File: src/rtl/link_mirror_pkg.sv
// Shared constants and types for the link configuration mirror
package link_mirror_pkg;
   // =========================
   // Register offsets
   localparam logic [11:0] OFS_EXT_FIRST = 12'h330;
   localparam logic [11:0] OFS_EXT_LAST  = 12'h350;
   localparam logic [11:0] OFS_BW        = 12'h400;
   localparam logic [11:0] OFS_LANES     = 12'h404;
   localparam logic [11:0] OFS_ENH       = 12'h408;
   localparam logic [11:0] OFS_TP        = 12'h40C;
   localparam logic [11:0] OFS_LQP       = 12'h410;
   localparam logic [11:0] OFS_RCLK      = 12'h414;
   localparam logic [11:0] OFS_SCR       = 12'h418;
   localparam logic [11:0] OFS_ERRSEL    = 12'h41C;
   // =========================
   // Extension packet geometry
   localparam int          EXT_WORDS     = 9;
   localparam logic [3:0]  EXT_LAST_IDX  = 4'h8;
   localparam logic [3:0]  EXT_FIRST_IDX = 4'h0;
   localparam logic [5:0]  EXT_BYTE_LIM  = 6'h24;
   // =========================
   // Link-side field selects
   localparam logic [2:0]  SEL_BW        = 3'h0;
   localparam logic [2:0]  SEL_LANES     = 3'h1;
   localparam logic [2:0]  SEL_ENH       = 3'h2;
   localparam logic [2:0]  SEL_TP        = 3'h3;
   localparam logic [2:0]  SEL_LQP       = 3'h4;
   localparam logic [2:0]  SEL_RCLK      = 3'h5;
   localparam logic [2:0]  SEL_SCR       = 3'h6;
   localparam logic [2:0]  SEL_ERRSEL    = 3'h7;
   // =========================
   // Bandwidth codes
   localparam logic [7:0]  BW_1G62       = 8'h06;
   localparam logic [7:0]  BW_2G7        = 8'h0A;
   localparam logic [7:0]  BW_5G4        = 8'h14;
   // =========================
   // Bus responses and reset values
   localparam logic [1:0]  RESP_OKAY     = 2'h0;
   localparam logic [1:0]  RESP_SLVERR   = 2'h2;
   localparam logic [1:0]  RESP_DECERR   = 2'h3;
   localparam logic [1:0]  RST_SYNC      = 2'h0;
   localparam logic [31:0] RST_WORD      = 32'h0000_0000;
   // =========================
   // Read channel states
   typedef enum logic [2:0] {
      RD_IDLE = 3'h1,
      RD_WAIT = 3'h2,
      RD_RESP = 3'h4
   } rd_state_e;
endpackage : link_mirror_pkg

File: src/rtl/ext_packet_mem.sv
// Nine-word store for the audio extension packet
`timescale 1ns/1ps
module ext_packet_mem import link_mirror_pkg::*; (
   input  wire logic        clock_i,
   input  wire logic        rst_n_i,
   input  wire logic        ce_i,
   input  wire logic        byte_we_i,
   input  wire logic [5:0]  byte_idx_i,
   input  wire logic [7:0]  byte_i,
   input  wire logic        rd_en_i,
   input  wire logic [3:0]  rd_idx_i,
   output logic      [31:0] rd_data_o
);
   typedef struct packed {
      logic [EXT_WORDS-1:0][31:0] mem;
      logic [31:0]                rd_data;
   } mem_s;
   mem_s st_ff;
   mem_s nxt_st;
   // =========================
   // Byte placement and read
   always_comb begin
      nxt_st = st_ff;
      if (byte_we_i && (byte_idx_i < EXT_BYTE_LIM)) begin
         nxt_st.mem[byte_idx_i[5:2]][8*byte_idx_i[1:0] +: 8] = byte_i;
      end
      if (rd_en_i) begin
         nxt_st.rd_data = st_ff.mem[rd_idx_i];
      end
   end
   always_ff @(posedge clock_i or negedge rst_n_i) begin
      if (!rst_n_i) begin
         st_ff <= '0;
      end else if (ce_i) begin
         st_ff <= nxt_st;
      end
   end
   assign rd_data_o = st_ff.rd_data;
endmodule : ext_packet_mem

File: src/rtl/link_config_store.sv
// Mirror of the link configuration set by the remote source
`timescale 1ns/1ps
module link_config_store import link_mirror_pkg::*; (
   input  wire logic       clock_i,
   input  wire logic       rst_n_i,
   input  wire logic       ce_i,
   input  wire logic       cfg_we_i,
   input  wire logic [2:0] cfg_sel_i,
   input  wire logic [7:0] cfg_data_i,
   output logic      [7:0] bw_o,
   output logic      [4:0] lanes_o,
   output logic            enh_o,
   output logic      [1:0] tp_o,
   output logic      [1:0] lqp_o,
   output logic            rclk_en_o,
   output logic            scr_off_o,
   output logic      [1:0] err_sel_o
);
   typedef struct packed {
      logic [7:0] bw;
      logic [4:0] lanes;
      logic       enh;
      logic [1:0] tp;
      logic [1:0] lqp;
      logic       rclk_en;
      logic       scr_off;
      logic [1:0] err_sel;
   } cfg_s;
   cfg_s st_ff;
   cfg_s nxt_st;
   // =========================
   // Field capture
   always_comb begin
      nxt_st = st_ff;
      if (cfg_we_i) begin
         case (cfg_sel_i)
            SEL_BW:     nxt_st.bw      = cfg_data_i;
            SEL_LANES:  nxt_st.lanes   = cfg_data_i[4:0];
            SEL_ENH:    nxt_st.enh     = cfg_data_i[0];
            SEL_TP:     nxt_st.tp      = cfg_data_i[1:0];
            SEL_LQP:    nxt_st.lqp     = cfg_data_i[1:0];
            SEL_RCLK:   nxt_st.rclk_en = cfg_data_i[0];
            SEL_SCR:    nxt_st.scr_off = cfg_data_i[0];
            default:    nxt_st.err_sel = cfg_data_i[1:0];
         endcase
      end
   end
   always_ff @(posedge clock_i or negedge rst_n_i) begin
      if (!rst_n_i) begin
         st_ff <= '0;
      end else if (ce_i) begin
         st_ff <= nxt_st;
      end
   end
   assign bw_o      = st_ff.bw;
   assign lanes_o   = st_ff.lanes;
   assign enh_o     = st_ff.enh;
   assign tp_o      = st_ff.tp;
   assign lqp_o     = st_ff.lqp;
   assign rclk_en_o = st_ff.rclk_en;
   assign scr_off_o = st_ff.scr_off;
   assign err_sel_o = st_ff.err_sel;
endmodule : link_config_store

File: src/rtl/sink_link_config_mirror.sv
// AXI4-Lite read-only register group: packet keyhole and config mirror
`timescale 1ns/1ps
// Functional notes
// Extension packet is always 32 data bytes
// Nine keyhole reads return successive words
// First word holds header bytes, byte0 lowest
// Words two to nine hold payload, ascending
// Source must send 32-byte extension packets
// Bandwidth code reported in bits 7:0
// Lane count reported in bits 4:0
// Bit 0 shows enhanced framing enabled
// Two-bit training pattern code reported
// Two-bit link quality pattern code reported
// Flag drives recovered clock to test port
// Bit 0 shows scrambling disabled
// Two-bit symbol error count select reported
// Mirror is read-only, reflects source values
// Pointer wraps to first word after ninth
module sink_link_config_mirror import link_mirror_pkg::*; (
   input  wire logic        clock_i,
   input  wire logic        arst_n_i,
   input  wire logic        ce_i,
   input  wire logic [11:0] s_axi_awaddr_i,
   input  wire logic        s_axi_awvalid_i,
   output logic             s_axi_awready_o,
   input  wire logic [31:0] s_axi_wdata_i,
   input  wire logic [3:0]  s_axi_wstrb_i,
   input  wire logic        s_axi_wvalid_i,
   output logic             s_axi_wready_o,
   output logic      [1:0]  s_axi_bresp_o,
   output logic             s_axi_bvalid_o,
   input  wire logic        s_axi_bready_i,
   input  wire logic [11:0] s_axi_araddr_i,
   input  wire logic        s_axi_arvalid_i,
   output logic             s_axi_arready_o,
   output logic      [31:0] s_axi_rdata_o,
   output logic      [1:0]  s_axi_rresp_o,
   output logic             s_axi_rvalid_o,
   input  wire logic        s_axi_rready_i,
   input  wire logic        cfg_we_i,
   input  wire logic [2:0]  cfg_sel_i,
   input  wire logic [7:0]  cfg_data_i,
   input  wire logic        ext_byte_we_i,
   input  wire logic [5:0]  ext_byte_idx_i,
   input  wire logic [7:0]  ext_byte_i,
   input  wire logic        rec_clk_i,
   output logic             test_clk_o
);
   // =========================
   // State
   typedef struct packed {
      rd_state_e   rd_state;
      logic [11:0] addr;
      logic [31:0] rdata;
      logic [1:0]  rresp;
      logic        rvalid;
      logic        arready;
      logic        aw_got;
      logic        w_got;
      logic [11:0] awaddr;
      logic        awready;
      logic        wready;
      logic        bvalid;
      logic [1:0]  bresp;
      logic [3:0]  ptr;
      logic        test_clk;
   } top_s;

   top_s        st_ff;
   top_s        nxt_st;
   logic [1:0]  rst_sync_ff;
   logic        rst_n;
   logic        mem_rd_en;
   logic [31:0] mem_rd_data;
   logic [7:0]  bw;
   logic [4:0]  lanes;
   logic        enh;
   logic [1:0]  tp;
   logic [1:0]  lqp;
   logic        rclk_en;
   logic        scr_off;
   logic [1:0]  err_sel;
   logic        ar_take;
   logic        kh_take;
   logic        aw_take;
   logic        w_take;

   // =========================
   // Address decode
   function automatic logic is_keyhole(input logic [11:0] a);
      is_keyhole = (a >= OFS_EXT_FIRST) && (a <= OFS_EXT_LAST) && (a[1:0] == 2'h0);
   endfunction : is_keyhole

   function automatic logic is_mapped(input logic [11:0] a);
      logic cfg_hit;
      cfg_hit = (a == OFS_BW) || (a == OFS_LANES) || (a == OFS_ENH) ||
                (a == OFS_TP) || (a == OFS_LQP) || (a == OFS_RCLK) ||
                (a == OFS_SCR) || (a == OFS_ERRSEL);
      is_mapped = cfg_hit || is_keyhole(a);
   endfunction : is_mapped

   // =========================
   // Reset release
   always_ff @(posedge clock_i or negedge arst_n_i) begin
      if (!arst_n_i) begin
         rst_sync_ff <= RST_SYNC;
      end else if (ce_i) begin
         rst_sync_ff <= {rst_sync_ff[0], 1'b1};
      end
   end
   assign rst_n = rst_sync_ff[1];

   // =========================
   // Submodules
   ext_packet_mem u_mem (
      .clock_i    (clock_i),
      .rst_n_i    (rst_n),
      .ce_i       (ce_i),
      .byte_we_i  (ext_byte_we_i),
      .byte_idx_i (ext_byte_idx_i),
      .byte_i     (ext_byte_i),
      .rd_en_i    (mem_rd_en),
      .rd_idx_i   (st_ff.ptr),
      .rd_data_o  (mem_rd_data)
   );

   link_config_store u_cfg (
      .clock_i    (clock_i),
      .rst_n_i    (rst_n),
      .ce_i       (ce_i),
      .cfg_we_i   (cfg_we_i),
      .cfg_sel_i  (cfg_sel_i),
      .cfg_data_i (cfg_data_i),
      .bw_o       (bw),
      .lanes_o    (lanes),
      .enh_o      (enh),
      .tp_o       (tp),
      .lqp_o      (lqp),
      .rclk_en_o  (rclk_en),
      .scr_off_o  (scr_off),
      .err_sel_o  (err_sel)
   );

   // =========================
   // Handshakes
   assign ar_take = st_ff.arready && s_axi_arvalid_i;
   assign kh_take = ar_take && is_keyhole(s_axi_araddr_i);
   assign aw_take = st_ff.awready && s_axi_awvalid_i;
   assign w_take  = st_ff.wready && s_axi_wvalid_i;

   // =========================
   // Next state
   always_comb begin
      nxt_st    = st_ff;
      mem_rd_en = 1'b0;
      nxt_st.test_clk = rclk_en && rec_clk_i;
      case (st_ff.rd_state)
         RD_IDLE: begin
            nxt_st.arready = 1'b1;
            if (ar_take) begin
               nxt_st.addr     = s_axi_araddr_i;
               nxt_st.arready  = 1'b0;
               nxt_st.rd_state = RD_WAIT;
               if (kh_take) begin
                  mem_rd_en = 1'b1;
                  if (st_ff.ptr == EXT_LAST_IDX) begin
                     nxt_st.ptr = EXT_FIRST_IDX;
                  end else begin
                     nxt_st.ptr = st_ff.ptr + 4'h1;
                  end
               end
            end
         end
         RD_WAIT: begin
            nxt_st.rvalid   = 1'b1;
            nxt_st.rresp    = RESP_OKAY;
            nxt_st.rd_state = RD_RESP;
            if (is_keyhole(st_ff.addr)) begin
               nxt_st.rdata = mem_rd_data;
            end else begin
               case (st_ff.addr)
                  OFS_BW:     nxt_st.rdata = {24'h000000, bw};
                  OFS_LANES:  nxt_st.rdata = {27'h0000000, lanes};
                  OFS_ENH:    nxt_st.rdata = {31'h00000000, enh};
                  OFS_TP:     nxt_st.rdata = {30'h00000000, tp};
                  OFS_LQP:    nxt_st.rdata = {30'h00000000, lqp};
                  OFS_RCLK:   nxt_st.rdata = {31'h00000000, rclk_en};
                  OFS_SCR:    nxt_st.rdata = {31'h00000000, scr_off};
                  OFS_ERRSEL: nxt_st.rdata = {30'h00000000, err_sel};
                  default: begin
                     nxt_st.rdata = RST_WORD;
                     nxt_st.rresp = RESP_DECERR;
                  end
               endcase
            end
         end
         RD_RESP: begin
            if (s_axi_rready_i) begin
               nxt_st.rvalid   = 1'b0;
               nxt_st.arready  = 1'b1;
               nxt_st.rd_state = RD_IDLE;
            end
         end
         default: begin
            nxt_st.rvalid   = 1'b0;
            nxt_st.arready  = 1'b0;
            nxt_st.rd_state = RD_IDLE;
         end
      endcase
      // Write side: every write is refused, nothing is stored
      if (st_ff.bvalid && s_axi_bready_i) begin
         nxt_st.bvalid = 1'b0;
      end
      if (aw_take) begin
         nxt_st.aw_got = 1'b1;
         nxt_st.awaddr = s_axi_awaddr_i;
      end
      if (w_take) begin
         nxt_st.w_got = 1'b1;
      end
      if (nxt_st.aw_got && nxt_st.w_got && !st_ff.bvalid) begin
         nxt_st.bvalid = 1'b1;
         nxt_st.aw_got = 1'b0;
         nxt_st.w_got  = 1'b0;
         if (is_mapped(nxt_st.awaddr)) begin
            nxt_st.bresp = RESP_SLVERR;
         end else begin
            nxt_st.bresp = RESP_DECERR;
         end
      end
      nxt_st.awready = !nxt_st.aw_got && !nxt_st.bvalid;
      nxt_st.wready  = !nxt_st.w_got && !nxt_st.bvalid;
   end

   always_ff @(posedge clock_i or negedge rst_n) begin
      if (!rst_n) begin
         st_ff          <= '0;
         st_ff.rd_state <= RD_IDLE;
      end else if (ce_i) begin
         st_ff <= nxt_st;
      end
   end

   // =========================
   // Outputs
   assign s_axi_awready_o = st_ff.awready;
   assign s_axi_wready_o  = st_ff.wready;
   assign s_axi_bresp_o   = st_ff.bresp;
   assign s_axi_bvalid_o  = st_ff.bvalid;
   assign s_axi_arready_o = st_ff.arready;
   assign s_axi_rdata_o   = st_ff.rdata;
   assign s_axi_rresp_o   = st_ff.rresp;
   assign s_axi_rvalid_o  = st_ff.rvalid;
   assign test_clk_o      = st_ff.test_clk;
endmodule : sink_link_config_mirror

File: config.mk
export PLATFORM = sky130hd
export DESIGN_NAME = sink_link_config_mirror
export DESIGN_NICKNAME = d
export VERILOG_FILES = /design/src/rtl/link_mirror_pkg.sv /design/src/rtl/ext_packet_mem.sv /design/src/rtl/link_config_store.sv /design/src/rtl/sink_link_config_mirror.sv
export SDC_FILE = /design/constraint.sdc
export NUM_CORES = 1
export LEC_CHECK = 0
export BUFFER_PORTS_ARGS = -buffer_cell sky130_fd_sc_hd__buf_2
export CELL_PAD_IN_SITES_DETAIL_PLACEMENT = 1
export CELL_PAD_IN_SITES_GLOBAL_PLACEMENT = 1
export CORE_MARGIN = 5
export CORE_UTILIZATION = 51
export DETAILED_ROUTE_END_ITERATION = 12
export MAX_ROUTING_LAYER = met4
export PLACE_DENSITY = 0.79
export SYNTH_ARGS = -nofsm -noshare
export SYNTH_HDL_FRONTEND = slang
export SYNTH_SLANG_ARGS = --single-unit
File: constraint.sdc
create_clock -name clock_i -period 15.4 [get_ports clock_i]
set_input_delay 0.77 -clock clock_i [delete_from_list [all_inputs] [get_ports clock_i]]
set_output_delay 0.77 -clock clock_i [all_outputs]
set_load 0.02 [all_outputs]
==> key figures <==
Synth
  • Netlist area before placement: 0.0192 mm²
  • Synthesized Nets: 1462
  • Xor and xnor area share after synthesis: 0
  • Register area share after synthesis: 0.546
  • Syn. warnings: 0
  • Mean Syn Cell Area: 14.1 µm²
  • Seq cells post-synth: 418
  • Largest area contributor in the netlist: dfrtp_1
  • Yosys top cell area share: 0.545
  • Top cells by area, synth: dfrtp_1 (54%), mux2_2 (22%), mux4_2 (7.5%)
  • Synth async-reset ratio: 1.00
  • Most used DFF post-synth: dfrtp_1
  • Post-synthesis cell count: 1359
  • Largest family of logic cells by synthesized area: multiplexers
  • Synth Area in Adders: 0.00457
  • Post-Synth Simple-Gate Area: 0.0582
  • Number of flops mapped to enable cells by yosys: 0
  • Synth Area in Compound Gates: 0.0454
  • Mux cell area share after synthesis: 0.311
  • Distinct cells, synth: 67

Critical path
  • Crit end category: flop
  • Critical Path Source Type: flop
  • Crit path arrival time: 3690 ps
  • Max FO, Critical Path: 39
  • Critical path class: reg -> reg
  • WP data required: 15860 ps

Detailed routing
  • Via Count: 11500
  • DRT Pass-1 Iters: 5
  • Wire per inst: 24.8 µm
  • Antenna Nets Post-Route: 0
  • Mean number of vias per cell: 5.91
  • DR iter-0 viols: 678
  • Routed Wire Length: 48400 µm
  • Residual DRC: 0

Clock network
  • CTS resizes: 0
  • TritonCTS buffer count: 46
  • CTS max path bufs: 3
  • CTS clk-pin slew, worst paths: 60 ps
  • Post-CTS Setup Bufs: 0
  • H-tree depth: 2
  • CTS hold repair buffers: 1
  • Clock root buffer: clkbuf_16
  • CTS tree: built
  • Clock Latency Late Sink: 570 ps
  • CTS sink cnt: 418

Pwr
  • Cell Pwr Density: 123 mW/mm²
  • VDD IR max: 0.0999 mV
  • Static Leak: 0.0101 µW

Floorplan
  • Die X: 204 µm
  • Core Box Area: 0.0374 mm²
  • Placement row count: 71
  • Die ar.: 0.0415 mm²
  • Die height: 204 µm
  • Starting Density: 0.512
  • Ports: 138

Worst hold path
  • Hold crit path type: in -> reg

Global routing
  • First-pass GRT wire length: 76900 µm
  • Grt ovf: 0
  • Total track usage: 0.244
  • Initial antenna violation count: 7
  • Number of global-route vias before repair: 13100
  • Largest net degree at the start of global routing: 197

Finish
  • Area grow syn2layout: 11.6%
  • Post-route cell area: 0.0214 mm²
  • Nets: 1505
  • Layout cells sized above 1: 0.455
  • Util after Layout: 0.572
  • Layout fillers: 3613

Run
  • MaxCap Viol Count: 0

STA
  • Unrepaired setup endpoints after global routing: no
  • Rel. slew slack: 0.259
  • Final Skew: 24.8 ps
  • TNS Setup: 0 ps
  • Worst-margin pin slew: 1100 ps
  • Max Fclk: 310 MHz
  • Endpoints failing setup: 0
  • Fin. Hold Viols: 0
  • Final worst-path setup slack: 12170 ps
  • Min Tclk post-route: 3230 ps
  • Final cycle utilization of the critical path: 0.209
  • Final slew viol count: 0

Placement
  • GPL Wtd Cong: 0.802
  • Dpl cell area: 0.0198 mm²
  • Post-DP HPWL: 29700 µm
  • Dpl ws: 11980 ps
  • Port Buf Inserts: 101

Status
  • Status: completed
[metal layers]
metal / GRT usage / wire length, µm
met1: 0.320 / 21300
met2: 0.399 / 23900
met3: 0.0440 / 2060
met4: 0.0660 / 1110
met5: - / 0
[area by class of cell]
class	instances	area (µm²)	share of cell area
timing repair buffer	113	611	0.0285
inverter	14	52.6	0.00246
clock buffer	70	1400	0.0652
clock inverter	12	168	0.00784
tap	511	639	0.0299
antenna	7	17.5	0.000819
multi-input combinational	809	8030	0.376
sequential	418	10500	0.490
[synth_stat cells, types with 6 or more instances]
cell,count
nand2_1,89
ha_1,7
buf_1,14
nor3b_1,7
nor2_1,22
o21ai_0,39
nand3_1,8
mux4_2,64
clkbuf_1,56
dfrtp_1,417
a22o_1,8
mux2i_1,38
mux2_2,367
buf_4,36
inv_1,13
and2_1,33
nand2b_1,6
nor4_1,6
a21oi_1,6
a22o_2,17
nor3_1,7
buf_2,9
[logic make-up (layout without fill, tap and decap cells)]
| kind of cell | Yosys count | after routing |
|---|---|---|
| flops | 418 | 418 |
| mux | 469 | 469 |
| compound gates | 119 | 119 |
| simple gates | 214 | 214 |
| fa+ha+maj | 7 | 7 |
| buf+inv | 132 | 209 |
| other cells | 0 | 7 |
[cells in the final DEF, fill, tap and decap left out, drive strengths merged, types with 6 or more instances in the layout]
master	instances
dfrtp	417
mux2	367
buf	112
nand2	89
clkbuf	70
mux4	64
o21ai	44
mux2i	38
and2	33
a22o	25
nor2	22
inv	14
nor3b	9
nand3	8
diode	7
nor3	7
ha	7
nor4	7
nand2b	6
a21oi	6
[stage by stage]
step                      cells  hold WS, ps  power (µW)
after global routing       1954          423        2730
final                      1954          421        2620
after detailed placement   1864          453        1500
after global placement     1864          446        1480
after floorplan            1359          431        1430
after CTS                  1947          392        2650
[power breakdown]
group,leakage (µW),internal (µW),switching [µW]
clock network,0.000759,689,446
registers,0.00572,1180,69.2
logic,0.00365,114,126
total,0.0101,1980,641
[registers in the layout, summed over array words and instances (netlist names)]
name	cells
s_axi_wready_o	1
u_cfg.enh_o	1
u_mem.rd_data_o	32
rst_sync_ff	2
test_clk_o	1
u_cfg.tp_o	2
s_axi_rvalid_o	1
u_cfg.rclk_en_o	1
s_axi_bresp_o	2
u_cfg.lanes_o	5
u_mem.st_ff	288
u_cfg.lqp_o	2
st_ff	33
s_axi_rdata_o	32
s_axi_rresp_o	1
u_cfg.bw_o	8
s_axi_awready_o	1
s_axi_bvalid_o	1
u_cfg.err_sel_o	2
s_axi_arready_o	1
u_cfg.scr_off_o	1
[critical path, stage by stage (launching register included)]
cell     delay (ps)
dfrtp_4         920
buf_4           700
mux4_2          610
mux2i_1         180
o21ai_0         300
mux2_2          380
[path summary, 6_finish.rpt]
path	start	to	slack (ps)	cells after the start
worst max-delay path	st_ff[1]$_DFFE_PN0P_	u_mem.rd_data_o[4]$_DFFE_PN0P_	12170	5
worst min-delay path	s_axi_araddr_i[2]	st_ff[62]$_DFFE_PN0P_	420	3
worst max register to register	st_ff[1]$_DFFE_PN0P_	u_mem.rd_data_o[4]$_DFFE_PN0P_	12170	5
worst min register to register	rst_sync_ff[0]$_DFFE_PN0P_	rst_sync_ff[0]$_DFFE_PN0P_	470	1
max in group asynchronous	rst_sync_ff[1]$_DFFE_PN0P_	u_mem.st_ff[102]$_DFFE_PN0P_	12440	2
min in group asynchronous	rst_sync_ff[1]$_DFFE_PN0P_	s_axi_arready_o$_DFFE_PN0P_	520	0
Note: power is estimated with default switching activity, not from simulation.
